File: src/inc/ivp_cfg.svh
// timing-free constants, offsets and field positions for the vectored interrupt poster
`ifndef IVP_CFG_SVH
`define IVP_CFG_SVH
`define IVP_OFF_PATH_MODE     16'h2b80
`define IVP_OFF_ERR_VECTOR    16'h2b40
`define IVP_OFF_CPU_MASK      16'h2c00
`define IVP_OFF_NODE_ID       16'h2c40
`define IVP_OFF_LVL_VEC_BASE  16'h2d00
`define IVP_LVL_VEC_STRIDE    16'h0040
`define IVP_BIT_INSERT_CHAN   0
`define IVP_BIT_LOOPBACK      1
`define IVP_POST_LVL_LSB      16
`define IVP_POST_LVL_MSB      19
`define IVP_VEC_CHAN_LSB      14
`define IVP_VEC_CHAN_MSB      15
`define IVP_NODE_FIRST        4'h4
`define IVP_NODE_LAST         4'h8
`define IVP_CPU_MASK_RESET    16'h0001
`define IVP_NODE_ID_RESET     4'h4
`endif

File: src/inc/ivp_pkg.sv
// types shared by both ends of the vectored interrupt link
package ivp_pkg;
	typedef logic [15:0] ivp_vec_t;
	typedef logic [1:0]  ivp_lvl_t;
	typedef logic [1:0]  ivp_chan_t;
	typedef logic [3:0]  ivp_node_t;
	typedef enum logic [1:0] {
		IVP_IDLE = 2'b00,
		IVP_POST = 2'b01
	} ivp_post_st_t;
endpackage

File: src/inc/ivp_link_if.sv
// system bus link between the i/o port and a cpu module
`timescale 1ns/1ps
interface ivp_link_if (
	input wire logic mclk,
	input wire logic rstn
);
	// broadcast post write from port
	logic        post_valid;
	logic [3:0]  post_addr;
	logic [31:0] post_data;
	// csr read from cpu
	logic        rd_req;
	logic [15:0] rd_addr;
	logic        rd_ack;
	logic [31:0] rd_data;
	// write from cpu
	logic        wr_req;
	logic [15:0] wr_addr;
	logic [31:0] wr_data;
	modport port (input mclk, rstn, rd_req, rd_addr, wr_req, wr_addr, wr_data,
		output post_valid, post_addr, post_data, rd_ack, rd_data);
	modport cpu (input mclk, rstn, post_valid, post_addr, post_data, rd_ack, rd_data,
		output rd_req, rd_addr, wr_req, wr_addr, wr_data);
endinterface

File: src/logic/ivp_io_port.sv
// i/o port end: per-level vector queues, broadcast post, vector reads
// Functional notes
// - loopback bit returns down packets upward
// - loopback drives fault on every channel
// - insert bit puts channel in 15:14
// - insert clear keeps adapter bits 15:14
// - only slots 4-8 post, own register
// - node id on low four address bits
// - post data names one of four levels
// - levels 0-2 hold one per channel
// - level 3 adds one port error entry
// - completed vector read services the interrupt
// - targets come from processor mask register
// - empty level reads return zero
// - queue vector first, then post
// - later reads get next pending vector
// - cpu counts outstanding per level, node
// - cpu has four-bit level enable mask
// - cpu reads vector at port node
// - targets are virtual ids, sixteen cpus
// - post bits 19:16 levels, 15:0 targets
// - level 3 error vector from register
//
// The strobed register port was left to the implementer.
`timescale 1ns/1ps
`include "ivp_cfg.svh"
module ivp_io_port import ivp_pkg::*; (
	ivp_link_if.port   bus,
	// adapter interrupt requests, one per channel
	input  wire logic        adp_irq_valid [4],
	input  wire logic [1:0]  adp_irq_level [4],
	input  wire logic [15:0] adp_irq_vector [4],
	output      logic        adp_irq_ready [4],
	// internal port error event
	input  wire logic        port_err_event,
	// channel fault outputs
	output      logic [3:0]  channel_fault_signal,
	// loopback path
	input  wire logic        down_pkt_valid,
	input  wire logic [31:0] down_pkt_data,
	output      logic        up_pkt_valid,
	output      logic [31:0] up_pkt_data
);
	logic [1:0]  path_mode_q;
	logic [15:0] err_vec_q;
	logic [15:0] cpu_mask_q;
	logic [3:0]  node_id_q;
	// pending per level per source: sources 0-3 channels, 4 port error
	logic [4:0]  pend_q [4];
	ivp_vec_t    vec_q  [4][5];
	// post requests per level per source, so every queued entry gets its own post while the node id is 4-8
	logic [4:0]  post_req_q [4];
	logic [2:0]  post_src_sel;
	logic [1:0]  post_lvl_q;
	logic [2:0]  post_src_q;
	logic        post_valid_q;
	logic [31:0] post_data_q;
	logic [3:0]  post_addr_q;
	logic        rd_ack_q;
	logic [31:0] rd_data_q;
	logic        up_valid_q;
	logic [31:0] up_data_q;
	logic        node_ok;
	logic [1:0]  rd_lvl;
	logic        rd_vec_hit;
	logic [2:0]  rd_src;
	logic        lvl_post_sel_ok;
	logic [1:0]  lvl_post_sel;

	function automatic logic [2:0] first_pend(input logic [4:0] p);
		first_pend = 3'h7;
		for (int i = 4; i >= 0; i--) begin
			if (p[i]) begin
				first_pend = 3'(i);
			end
		end
	endfunction

	function automatic ivp_vec_t build_vec(input ivp_vec_t v, input logic [1:0] ch, input logic ins);
		build_vec = v;
		if (ins) begin
			build_vec[`IVP_VEC_CHAN_MSB:`IVP_VEC_CHAN_LSB] = ch;
		end // else adapter bits pass unchanged
	endfunction

	assign node_ok = (node_id_q >= `IVP_NODE_FIRST) && (node_id_q <= `IVP_NODE_LAST);
	assign rd_vec_hit = bus.rd_req && (bus.rd_addr[15:8] == 8'(`IVP_OFF_LVL_VEC_BASE >> 8))
		&& (bus.rd_addr[5:0] == 6'h00);
	assign rd_lvl = bus.rd_addr[7:6];
	assign rd_src = first_pend(pend_q[rd_lvl]);

	// loopback forces fault on all channels, adapters stall
	assign channel_fault_signal = {4{path_mode_q[`IVP_BIT_LOOPBACK]}};
	generate
		for (genvar c = 0; c < 4; c++) begin : g_rdy
			assign adp_irq_ready[c] = !path_mode_q[`IVP_BIT_LOOPBACK] && !pend_q[adp_irq_level[c]][c];
		end
	endgenerate

	// registers
	always_ff @(posedge bus.mclk or negedge bus.rstn) begin
		if (!bus.rstn) begin
			path_mode_q <= 2'h0;
			err_vec_q   <= 16'h0000;
			cpu_mask_q  <= `IVP_CPU_MASK_RESET;
			node_id_q   <= `IVP_NODE_ID_RESET;
		end else if (bus.wr_req) begin
			unique case (bus.wr_addr)
				`IVP_OFF_PATH_MODE:  path_mode_q <= bus.wr_data[1:0];
				`IVP_OFF_ERR_VECTOR: err_vec_q   <= bus.wr_data[15:0];
				`IVP_OFF_CPU_MASK:   cpu_mask_q  <= bus.wr_data[15:0];
				`IVP_OFF_NODE_ID:    node_id_q   <= bus.wr_data[3:0];
				default: ;
			endcase
		end
	end

	// queues: set wins over service clear
	always_ff @(posedge bus.mclk or negedge bus.rstn) begin
		if (!bus.rstn) begin
			for (int l = 0; l < 4; l++) begin
				pend_q[l]     <= 5'h00;
				post_req_q[l] <= 5'h00;
				for (int s = 0; s < 5; s++) begin
					vec_q[l][s] <= 16'h0000;
				end
			end
		end else begin
			// clear of the post in flight first, so a new request in the same cycle wins
			if (post_valid_q) begin
				post_req_q[post_lvl_q][post_src_q] <= 1'b0;
			end
			if (rd_vec_hit && rd_src != 3'h7) begin
				pend_q[rd_lvl][rd_src] <= 1'b0;
			end
			for (int c = 0; c < 4; c++) begin
				if (adp_irq_valid[c] && adp_irq_ready[c]) begin
					pend_q[adp_irq_level[c]][c] <= 1'b1;
					vec_q[adp_irq_level[c]][c]  <= build_vec(adp_irq_vector[c], 2'(c),
						path_mode_q[`IVP_BIT_INSERT_CHAN]);
					post_req_q[adp_irq_level[c]][c] <= 1'b1;
				end
			end
			if (port_err_event && !pend_q[3][4]) begin
				pend_q[3][4]     <= 1'b1;
				post_req_q[3][4] <= 1'b1;
			end
		end
	end

	// at most one post every other cycle, lowest level first, after vector is queued
	always_comb begin
		lvl_post_sel_ok = 1'b0;
		lvl_post_sel    = 2'h0;
		post_src_sel    = 3'h0;
		for (int l = 3; l >= 0; l--) begin
			if (post_req_q[l] != 5'h00) begin
				lvl_post_sel_ok = 1'b1;
				lvl_post_sel    = 2'(l);
				post_src_sel    = first_pend(post_req_q[l]);
			end
		end
	end

	always_ff @(posedge bus.mclk or negedge bus.rstn) begin
		if (!bus.rstn) begin
			post_valid_q <= 1'b0;
			post_addr_q  <= 4'h0;
			post_data_q  <= 32'h0;
			post_lvl_q   <= 2'h0;
			post_src_q   <= 3'h0;
		end else begin
			post_valid_q <= lvl_post_sel_ok && !post_valid_q && node_ok;
			post_addr_q  <= node_id_q;
			// level enable one-hot in 19:16, targets in 15:0
			post_data_q  <= {12'h000, 4'(1 << lvl_post_sel), cpu_mask_q};
			post_lvl_q   <= lvl_post_sel;
			post_src_q   <= post_src_sel;
		end
	end
	assign bus.post_valid = post_valid_q;
	assign bus.post_addr  = post_addr_q;
	assign bus.post_data  = post_data_q;

	// read answers
	always_ff @(posedge bus.mclk or negedge bus.rstn) begin
		if (!bus.rstn) begin
			rd_ack_q  <= 1'b0;
			rd_data_q <= 32'h0;
		end else begin
			rd_ack_q  <= bus.rd_req;
			rd_data_q <= 32'h0;
			if (rd_vec_hit) begin
				if (rd_src == 3'h7) begin
					rd_data_q <= 32'h0;
				end else if (rd_src == 3'h4) begin
					rd_data_q <= {16'h0000, err_vec_q};
				end else begin
					rd_data_q <= {16'h0000, vec_q[rd_lvl][rd_src]};
				end
			end else if (bus.rd_req) begin
				unique case (bus.rd_addr)
					`IVP_OFF_PATH_MODE:  rd_data_q <= {30'h0, path_mode_q};
					`IVP_OFF_ERR_VECTOR: rd_data_q <= {16'h0, err_vec_q};
					`IVP_OFF_CPU_MASK:   rd_data_q <= {16'h0, cpu_mask_q};
					`IVP_OFF_NODE_ID:    rd_data_q <= {28'h0, node_id_q};
					default:             rd_data_q <= 32'h0;
				endcase
			end
		end
	end
	assign bus.rd_ack  = rd_ack_q;
	assign bus.rd_data = rd_data_q;

	// loopback: down packets return on up path
	always_ff @(posedge bus.mclk or negedge bus.rstn) begin
		if (!bus.rstn) begin
			up_valid_q <= 1'b0;
			up_data_q  <= 32'h0;
		end else begin
			up_valid_q <= down_pkt_valid && path_mode_q[`IVP_BIT_LOOPBACK];
			up_data_q  <= down_pkt_data;
		end
	end
	assign up_pkt_valid = up_valid_q;
	assign up_pkt_data  = up_data_q;
endmodule

File: src/flat_wrapper.sv
// flat-port wrapper written by rule: the top's interface ports become plain ports
module ivp_io_port_flat import ivp_pkg::*;
  (adp_irq_valid, adp_irq_level, adp_irq_vector, adp_irq_ready, port_err_event, channel_fault_signal, down_pkt_valid, down_pkt_data, up_pkt_valid, up_pkt_data, mclk, rstn, bus_rd_req, bus_rd_addr, bus_wr_req, bus_wr_addr, bus_wr_data, bus_post_valid, bus_post_addr, bus_post_data, bus_rd_ack, bus_rd_data);
  ivp_link_if bus_i (.mclk(mclk), .rstn(rstn));
  input  wire logic adp_irq_valid[4];
  input  wire logic [1:0] adp_irq_level[4];
  input  wire logic [15:0] adp_irq_vector[4];
  output      logic adp_irq_ready[4];
  input  wire logic port_err_event;
  output      logic [3:0] channel_fault_signal;
  input  wire logic down_pkt_valid;
  input  wire logic [31:0] down_pkt_data;
  output      logic up_pkt_valid;
  output      logic [31:0] up_pkt_data;
  input wire logic mclk;
  input wire logic rstn;
  input wire logic [$bits(bus_i.rd_req)-1:0] bus_rd_req;
  input wire logic [$bits(bus_i.rd_addr)-1:0] bus_rd_addr;
  input wire logic [$bits(bus_i.wr_req)-1:0] bus_wr_req;
  input wire logic [$bits(bus_i.wr_addr)-1:0] bus_wr_addr;
  input wire logic [$bits(bus_i.wr_data)-1:0] bus_wr_data;
  output wire logic [$bits(bus_i.post_valid)-1:0] bus_post_valid;
  output wire logic [$bits(bus_i.post_addr)-1:0] bus_post_addr;
  output wire logic [$bits(bus_i.post_data)-1:0] bus_post_data;
  output wire logic [$bits(bus_i.rd_ack)-1:0] bus_rd_ack;
  output wire logic [$bits(bus_i.rd_data)-1:0] bus_rd_data;
  assign bus_i.rd_req = bus_rd_req;
  assign bus_i.rd_addr = bus_rd_addr;
  assign bus_i.wr_req = bus_wr_req;
  assign bus_i.wr_addr = bus_wr_addr;
  assign bus_i.wr_data = bus_wr_data;
  assign bus_post_valid = bus_i.post_valid;
  assign bus_post_addr = bus_i.post_addr;
  assign bus_post_data = bus_i.post_data;
  assign bus_rd_ack = bus_i.rd_ack;
  assign bus_rd_data = bus_i.rd_data;
  ivp_io_port u_core (.bus(bus_i), .adp_irq_valid(adp_irq_valid), .adp_irq_level(adp_irq_level), .adp_irq_vector(adp_irq_vector), .adp_irq_ready(adp_irq_ready), .port_err_event(port_err_event), .channel_fault_signal(channel_fault_signal), .down_pkt_valid(down_pkt_valid), .down_pkt_data(down_pkt_data), .up_pkt_valid(up_pkt_valid), .up_pkt_data(up_pkt_data));
endmodule
File: config.mk
export PLATFORM = sky130hd
export DESIGN_NAME = ivp_io_port_flat
export DESIGN_NICKNAME = d
export VERILOG_FILES = /design/src/inc/ivp_pkg.sv /design/src/inc/ivp_link_if.sv /design/src/logic/ivp_io_port.sv /design/src/flat_wrapper.sv
export VERILOG_INCLUDE_DIRS = /design/src /design/src/inc
export SDC_FILE = /design/constraint.sdc
export NUM_CORES = 1
export LEC_CHECK = 0
export BUFFER_PORTS_ARGS = -buffer_cell sky130_fd_sc_hd__buf_2
export CAP_MARGIN = 25
export CORE_AREA = 2 2 181 183
export DETAILED_ROUTE_END_ITERATION = 10
export DIE_AREA = 0 0 183 185
export PLACE_DENSITY = 0.8
export SETUP_SLACK_MARGIN = 0.4
export SLEW_MARGIN = 40
export SYNTH_ARGS = -nofsm -noshare
export SYNTH_HDL_FRONTEND = slang
export SYNTH_SLANG_ARGS = --single-unit
File: constraint.sdc
create_clock -name mclk -period 2.5 [get_ports mclk]
set_clock_uncertainty 0.05 [all_clocks]
set_input_delay 0.5 -clock mclk [delete_from_list [all_inputs] [get_ports mclk]]
set_output_delay 0.5 -clock mclk [all_outputs]
set_load 0.005 [all_outputs]
# After elaboration in Yosys (flattened, before gate mapping)
# Index checks and enable logic that the tools add are counted.
# W data, S select, Z words.
[op_classes] order_cmp=19 eq_ne=12 n_shift=1 muxes=115 bitwise_logic=19 reduce_logical=40
[op_table] cell="$bwmux W320" n=4
[op_table] cell="$mux W320" n=4
[op_table] cell="$demux W80 S2" n=4
[op_table] cell="$mux W80" n=3
[op_table] cell="$mux W20" n=10
[op_table] cell="$bmux W80 S2" n=1
[op_table] cell="$or A20 B20 Y20" n=8
[op_table] cell="$eq A16 B14 Y1 const B" n=8
[op_table] cell="$mux W32" n=4
[op_table] cell="$mux W3" n=27
[op_table] cell="$mux W64" n=1
[op_table] cell="$pmux W16 S4" n=1
[op_table] cell="$demux W5 S2" n=6
[op_table] cell="$bmux W5 S2" n=5
[op_table] cell="$bmux W16 S3" n=1
[op_table] cell="$mux W16" n=3
[op_table] cell="$mux W48" n=1
[op_table] cell="$and A20 B20 Y20" n=2
[op_table] cell="$mux W2" n=20
[op_table] cell="$not A20 Y20" n=2
[op_table] cell="$logic_and A1 B1 Y1" n=24
[op_table] cell="$mux W5" n=4
[op_table] cell="$reduce_bool A5 Y1" n=4
[op_table] cell="$ge A3 B3 Y1 const B" n=6
[op_table] cell="other kinds (18)" n=53
[totals] reg_bits=494 elab_cells=247

# Logic depth before layout (Yosys ltp)
[depth] depth_word=27 ltp_mapped=8 mapped_depth_nobuf=5

# Worst setup path before layout
# OpenSTA, ideal clock, no wires.
[synth_path] kind="input to register" startpoint="in bus_rd_addr[6]" endpoint="reg u_core.pend_q[14] (netlist bit)" setup_time_ps=124 arrival_time_ps=2346 t_required_ps=2326 setup_slack_ps=-20 cell_stages=7 n_path_buf=3 path_cell_list="buf_6 -> mux4_2 -> or3_4 -> or2_1 -> buf_2 -> buf_6 -> o31a_1"
[synth_via] elab_chain_cells=26 elab_cells_between_ends=32
[synth_lines] element="start, declared" line="flat_wrapper.sv:18" text="input wire logic [$bits(bus_i.rd_addr)-1:0] bus_rd_addr;"
[synth_lines] element="$not A2 Y3 (implied by the code) (*)" line="ivp_io_port.sv:90, ivp_io_port.sv:134"
[synth_lines] element="$bmux W5 S2" line="ivp_io_port.sv:90" text="assign rd_src = first_pend(pend_q[rd_lvl]);"
[synth_lines] element="$mux W5 (implied by the code) (2 in a row)" line="ivp_io_port.sv:90"
[synth_lines] element="$mux W2" line="ivp_io_port.sv:73" text="if (p[i]) begin"
[synth_lines] element="$mux W3 (4 in a row)" line="ivp_io_port.sv:73"
[synth_lines] element="$lt A3 B4 Y1 (implied by the code) / $ge A3 B1 Y1 (equally long branches)" line="ivp_io_port.sv:134" text="pend_q[rd_lvl][rd_src] <= 1'b0;"
[synth_lines] element="$logic_and A1 B1 Y1 (implied by the code)" line="ivp_io_port.sv:134"
[synth_lines] element="$mux W1 (implied by the code)" line="ivp_io_port.sv:134"
[synth_lines] element="[6 not listed]"
[synth_lines] element="$or A20 B20 Y20 (no line)"
[synth_lines] element="$mux W20 (*)" line="ivp_io_port.sv:137" text="if (adp_irq_valid[c] && adp_irq_ready[c]) begin"
[synth_lines] element="$or A20 B20 Y20 (no line)"
[synth_lines] element="$mux W20 (*)" line="ivp_io_port.sv:137"
[synth_lines] element="$or A20 B20 Y20 (no line)"
[synth_lines] element="$mux W20 (*)" line="ivp_io_port.sv:137"
[synth_lines] element="$or A20 B20 Y20 (no line)"
[synth_lines] element="$mux W20 (*)" line="ivp_io_port.sv:137"
[synth_lines] element="end, declared" line="ivp_io_port.sv:49" text="logic [4:0] pend_q [4];"
# Mark *: on every way between the ends. The rest lies on a longest branch, timed or not. The select of a mux whose other input is x is not followed.
# A chain may end at the register's enable or synchronous reset.

==> flow_summary.yaml <==
outcome:
  outcome: "complete, no violations"
power_and_ir_drop:
  p_leak_nw: 10.8
  cellPowerDensity_mw_per_mm2: 883
  total_power_mw: 20.8
  peakVddDrop_v: 0.000809
detailed_routing:
  routed_wl_mm: 54.9
  drt-vias-per-instance: 6.37
  vias: 13400
  first_pass_iters: 5
  wl_per_cell_um: 26.2
  drc: 0
  antenna_left: 0
  first_iter_violations: 1221
setup_path:
  arrival_ps: 1900
  r2r.worst_path.cells: 10
  cp.depth: 4
  worst-path-buf-inv: 1
  crit_fanout: 2
  cp_cell_sequence: "mux2_4 -> a221oi_4 -> a21boi_2 -> buf_2"
  worstPathRequired_ps: 1950
  cpPeakStageDelay_ps: 400
  cp_top_family: "compound AO/OA/AOI/OAI gates"
  endpoint_kind: "output pin"
  cp_slowest_cell: "dfrtp_1"
  critical_path_class: "reg -> out"
  cp-start-kind: "register"
clock_tree:
  htree_levels: 2
  cts.sinks: 414
  clock_path_buffers: 3
  cts_tree: "yes"
  cts_buffers: 43
  cts.clk_slew.worst_paths_ps: 60
  clock-root-buffer: "clkbuf_16"
  clock_latency_ps: 550
cells_and_area:
  final_cells: 2098
  final_cell_mix: "dfrtp_1, buf_2, mux2_2"
  drive_gt1_share_pct: 55.0
  layout.cells.most_common: "dfrtp_1"
  nFillCells: 1838
  area_growth_pct: 31.0
  design_area_mm2: 0.0236
  nNetsFinal: 1836
synth:
  async_flop_share_pct: 100
  ys_seq_elements: 414
  syn-cell-area_mm2: 0.0180
  ys_warn_count: 0
  avgSynthCellArea_um2: 14.1
  ys.flop_type: "dfrtp_1"
  ys_seq_area_share_pct: 57.6
  synth_edf_count: 0
  ys_types: 65
  netlist_instances: 1278
timing:
  finalHoldViolations: 0
  grt_setup_unrepaired: "true"
  fin_crit_sh_pct: 98.1
  setup_viol: 0
  worst_pin_slew_ps: 732
  maxSlewHeadroom_pct: 50.0
  tns_ps: 0
  holdWs_ps: 17.5
  slew_viol_final: 0
  fmax_ghz: 0.408
  fin_crit_ps: 2450
flow_run:
  drv_cap: 0
hold_path:
  worstHoldPathType: "in -> reg"
  holdPathStages: 1
global_routing:
  grt_pass1_vias: 13400
  grt_max_degree: 66
  grt.overflow.total: 0
  antenna_found_initial: 2
  grt_first_pass_wirelength_mm: 77.9
  grt_usage_pct: 30.4
floorplanning:
  fp.dieH_um: 185
  io-pin-count: 289
  dieArea_mm2: 0.0339
  die_x_um: 183
  rows: 66
  fp.coreArea_mm2: 0.0320
  initial_core_util_pct: 56.1
place:
  io_buffers: 244
  dp_cells: 1942
  place_area_mm2: 0.0204
  dpl.hpwl_mm: 32.2
  place_congestion: 0.917
[synthesized netlist by cell type (6+ instances only)]
library cell    n  area (um^2)
buf_4          32          240
clkbuf_1       47          176
nand3b_1       17          128
o2bb2ai_1      15          131
nand2b_1       17          106
o21ai_0        59          295
a21o_1          6         45.0
nand2_1        70          263
nor3_1         11         55.1
mux2i_1         7         70.1
or3_1           8         50.1
o22ai_1        14         87.6
dfrtp_1       412        10300
inv_1          12         45.0
mux4_2         72         1620
and3_1         16          100
a21oi_1        24          120
nand3_1         6         30.0
nor2_1         38          143
buf_1           7         26.3
a22oi_1        12         90.1
buf_2          17         85.1
mux2_2        264         2970
nor2b_1         9         56.3
[what timing repair did]
action	4_1_cts	5_1_grt
hold endpoints to repair	55	0
endpoints found under the setup margin	181	181
cloned	11	5
setup buffers	40	22
pin swaps	23	18
hold buffers	1	0
gates resized for setup	141	106
[flip-flops by register name, indices dropped and copies added, names as in the netlist, 2 cells and up]
name / count
u_core.post_lvl_q: 2
u_core.path_mode_q: 2
u_core.vec_q: 256
u_core.pend_q: 20
u_core.bus.post_addr: 4
u_core.bus.post_data: 20
u_core.err_vec_q: 16
u_core.post_src_q: 3
u_core.post_req_q: 20
u_core.up_pkt_data: 32
u_core.bus.rd_data: 16
u_core.node_id_q: 4
u_core.cpu_mask_q: 16
[path summary, 6_finish.rpt]
check                                            startpoint                                 to  slack [ps]
hold reg to reg            u_core.cpu_mask_q[2]$_DFFE_PN0P_  u_core.bus.post_data[2]$_DFF_PN0_         360
max in group asynchronous                              rstn    u_core.node_id_q[2]$_DFFE_PN1P_        1130
hold / removal                            down_pkt_data[16]   u_core.up_pkt_data[16]$_DFF_PN0_          20
setup / recovery                u_core.pend_q[12]$_DFF_PN0_                   adp_irq_ready[1]          50
setup reg to reg                 u_core.pend_q[2]$_DFF_PN0_    u_core.bus.rd_data[4]$_DFF_PN0_          80
min in group asynchronous                              rstn    u_core.bus.rd_data[8]$_DFF_PN0_         480
[metrics by stage]
stage	setup WS, ps	utilization [%]
final	48.6	73.5
after global routing	23.4	73.5
after CTS	63.2	71.2
after detailed placement	-142	63.5
after global placement	-97.2	63.5
after floorplan	94.1	-
[metal layers]
metal,global-route usage [%],share of wire [%]
met5,0,0
met4,15.8,6.3
met3,5.01,8.6
met2,50.2,48
met1,39.1,37
[layout make-up]
cell class	count	area (um^2)	area share (%)
antenna	3	7.51	0.0319
inverter	12	45.0	0.191
sequential	414	10400	44.0
clock buffer	65	1300	5.52
multi-input combinational	774	7980	33.9
tap	408	510	2.17
clock inverter	9	73.8	0.313
timing repair buffer	413	3270	13.9
[kinds of logic after synthesis]
group	share of synthesized area, %
AO/OA/AOI/OAI	6.17
buffers and inverters	3.31
flip-flops	57.6
multiplexers	25.9
other	0.0209
AND/OR/NAND/NOR	6.94
[where the power goes]
part / switching, mW / leakage [nW] / internal [mW]
clock network: 2.60 / 0.684 / 3.68
registers: 1.07 / 5.05 / 8.40
logic: 2.19 / 5.02 / 2.85
Power figures use the tool's default switching activity.
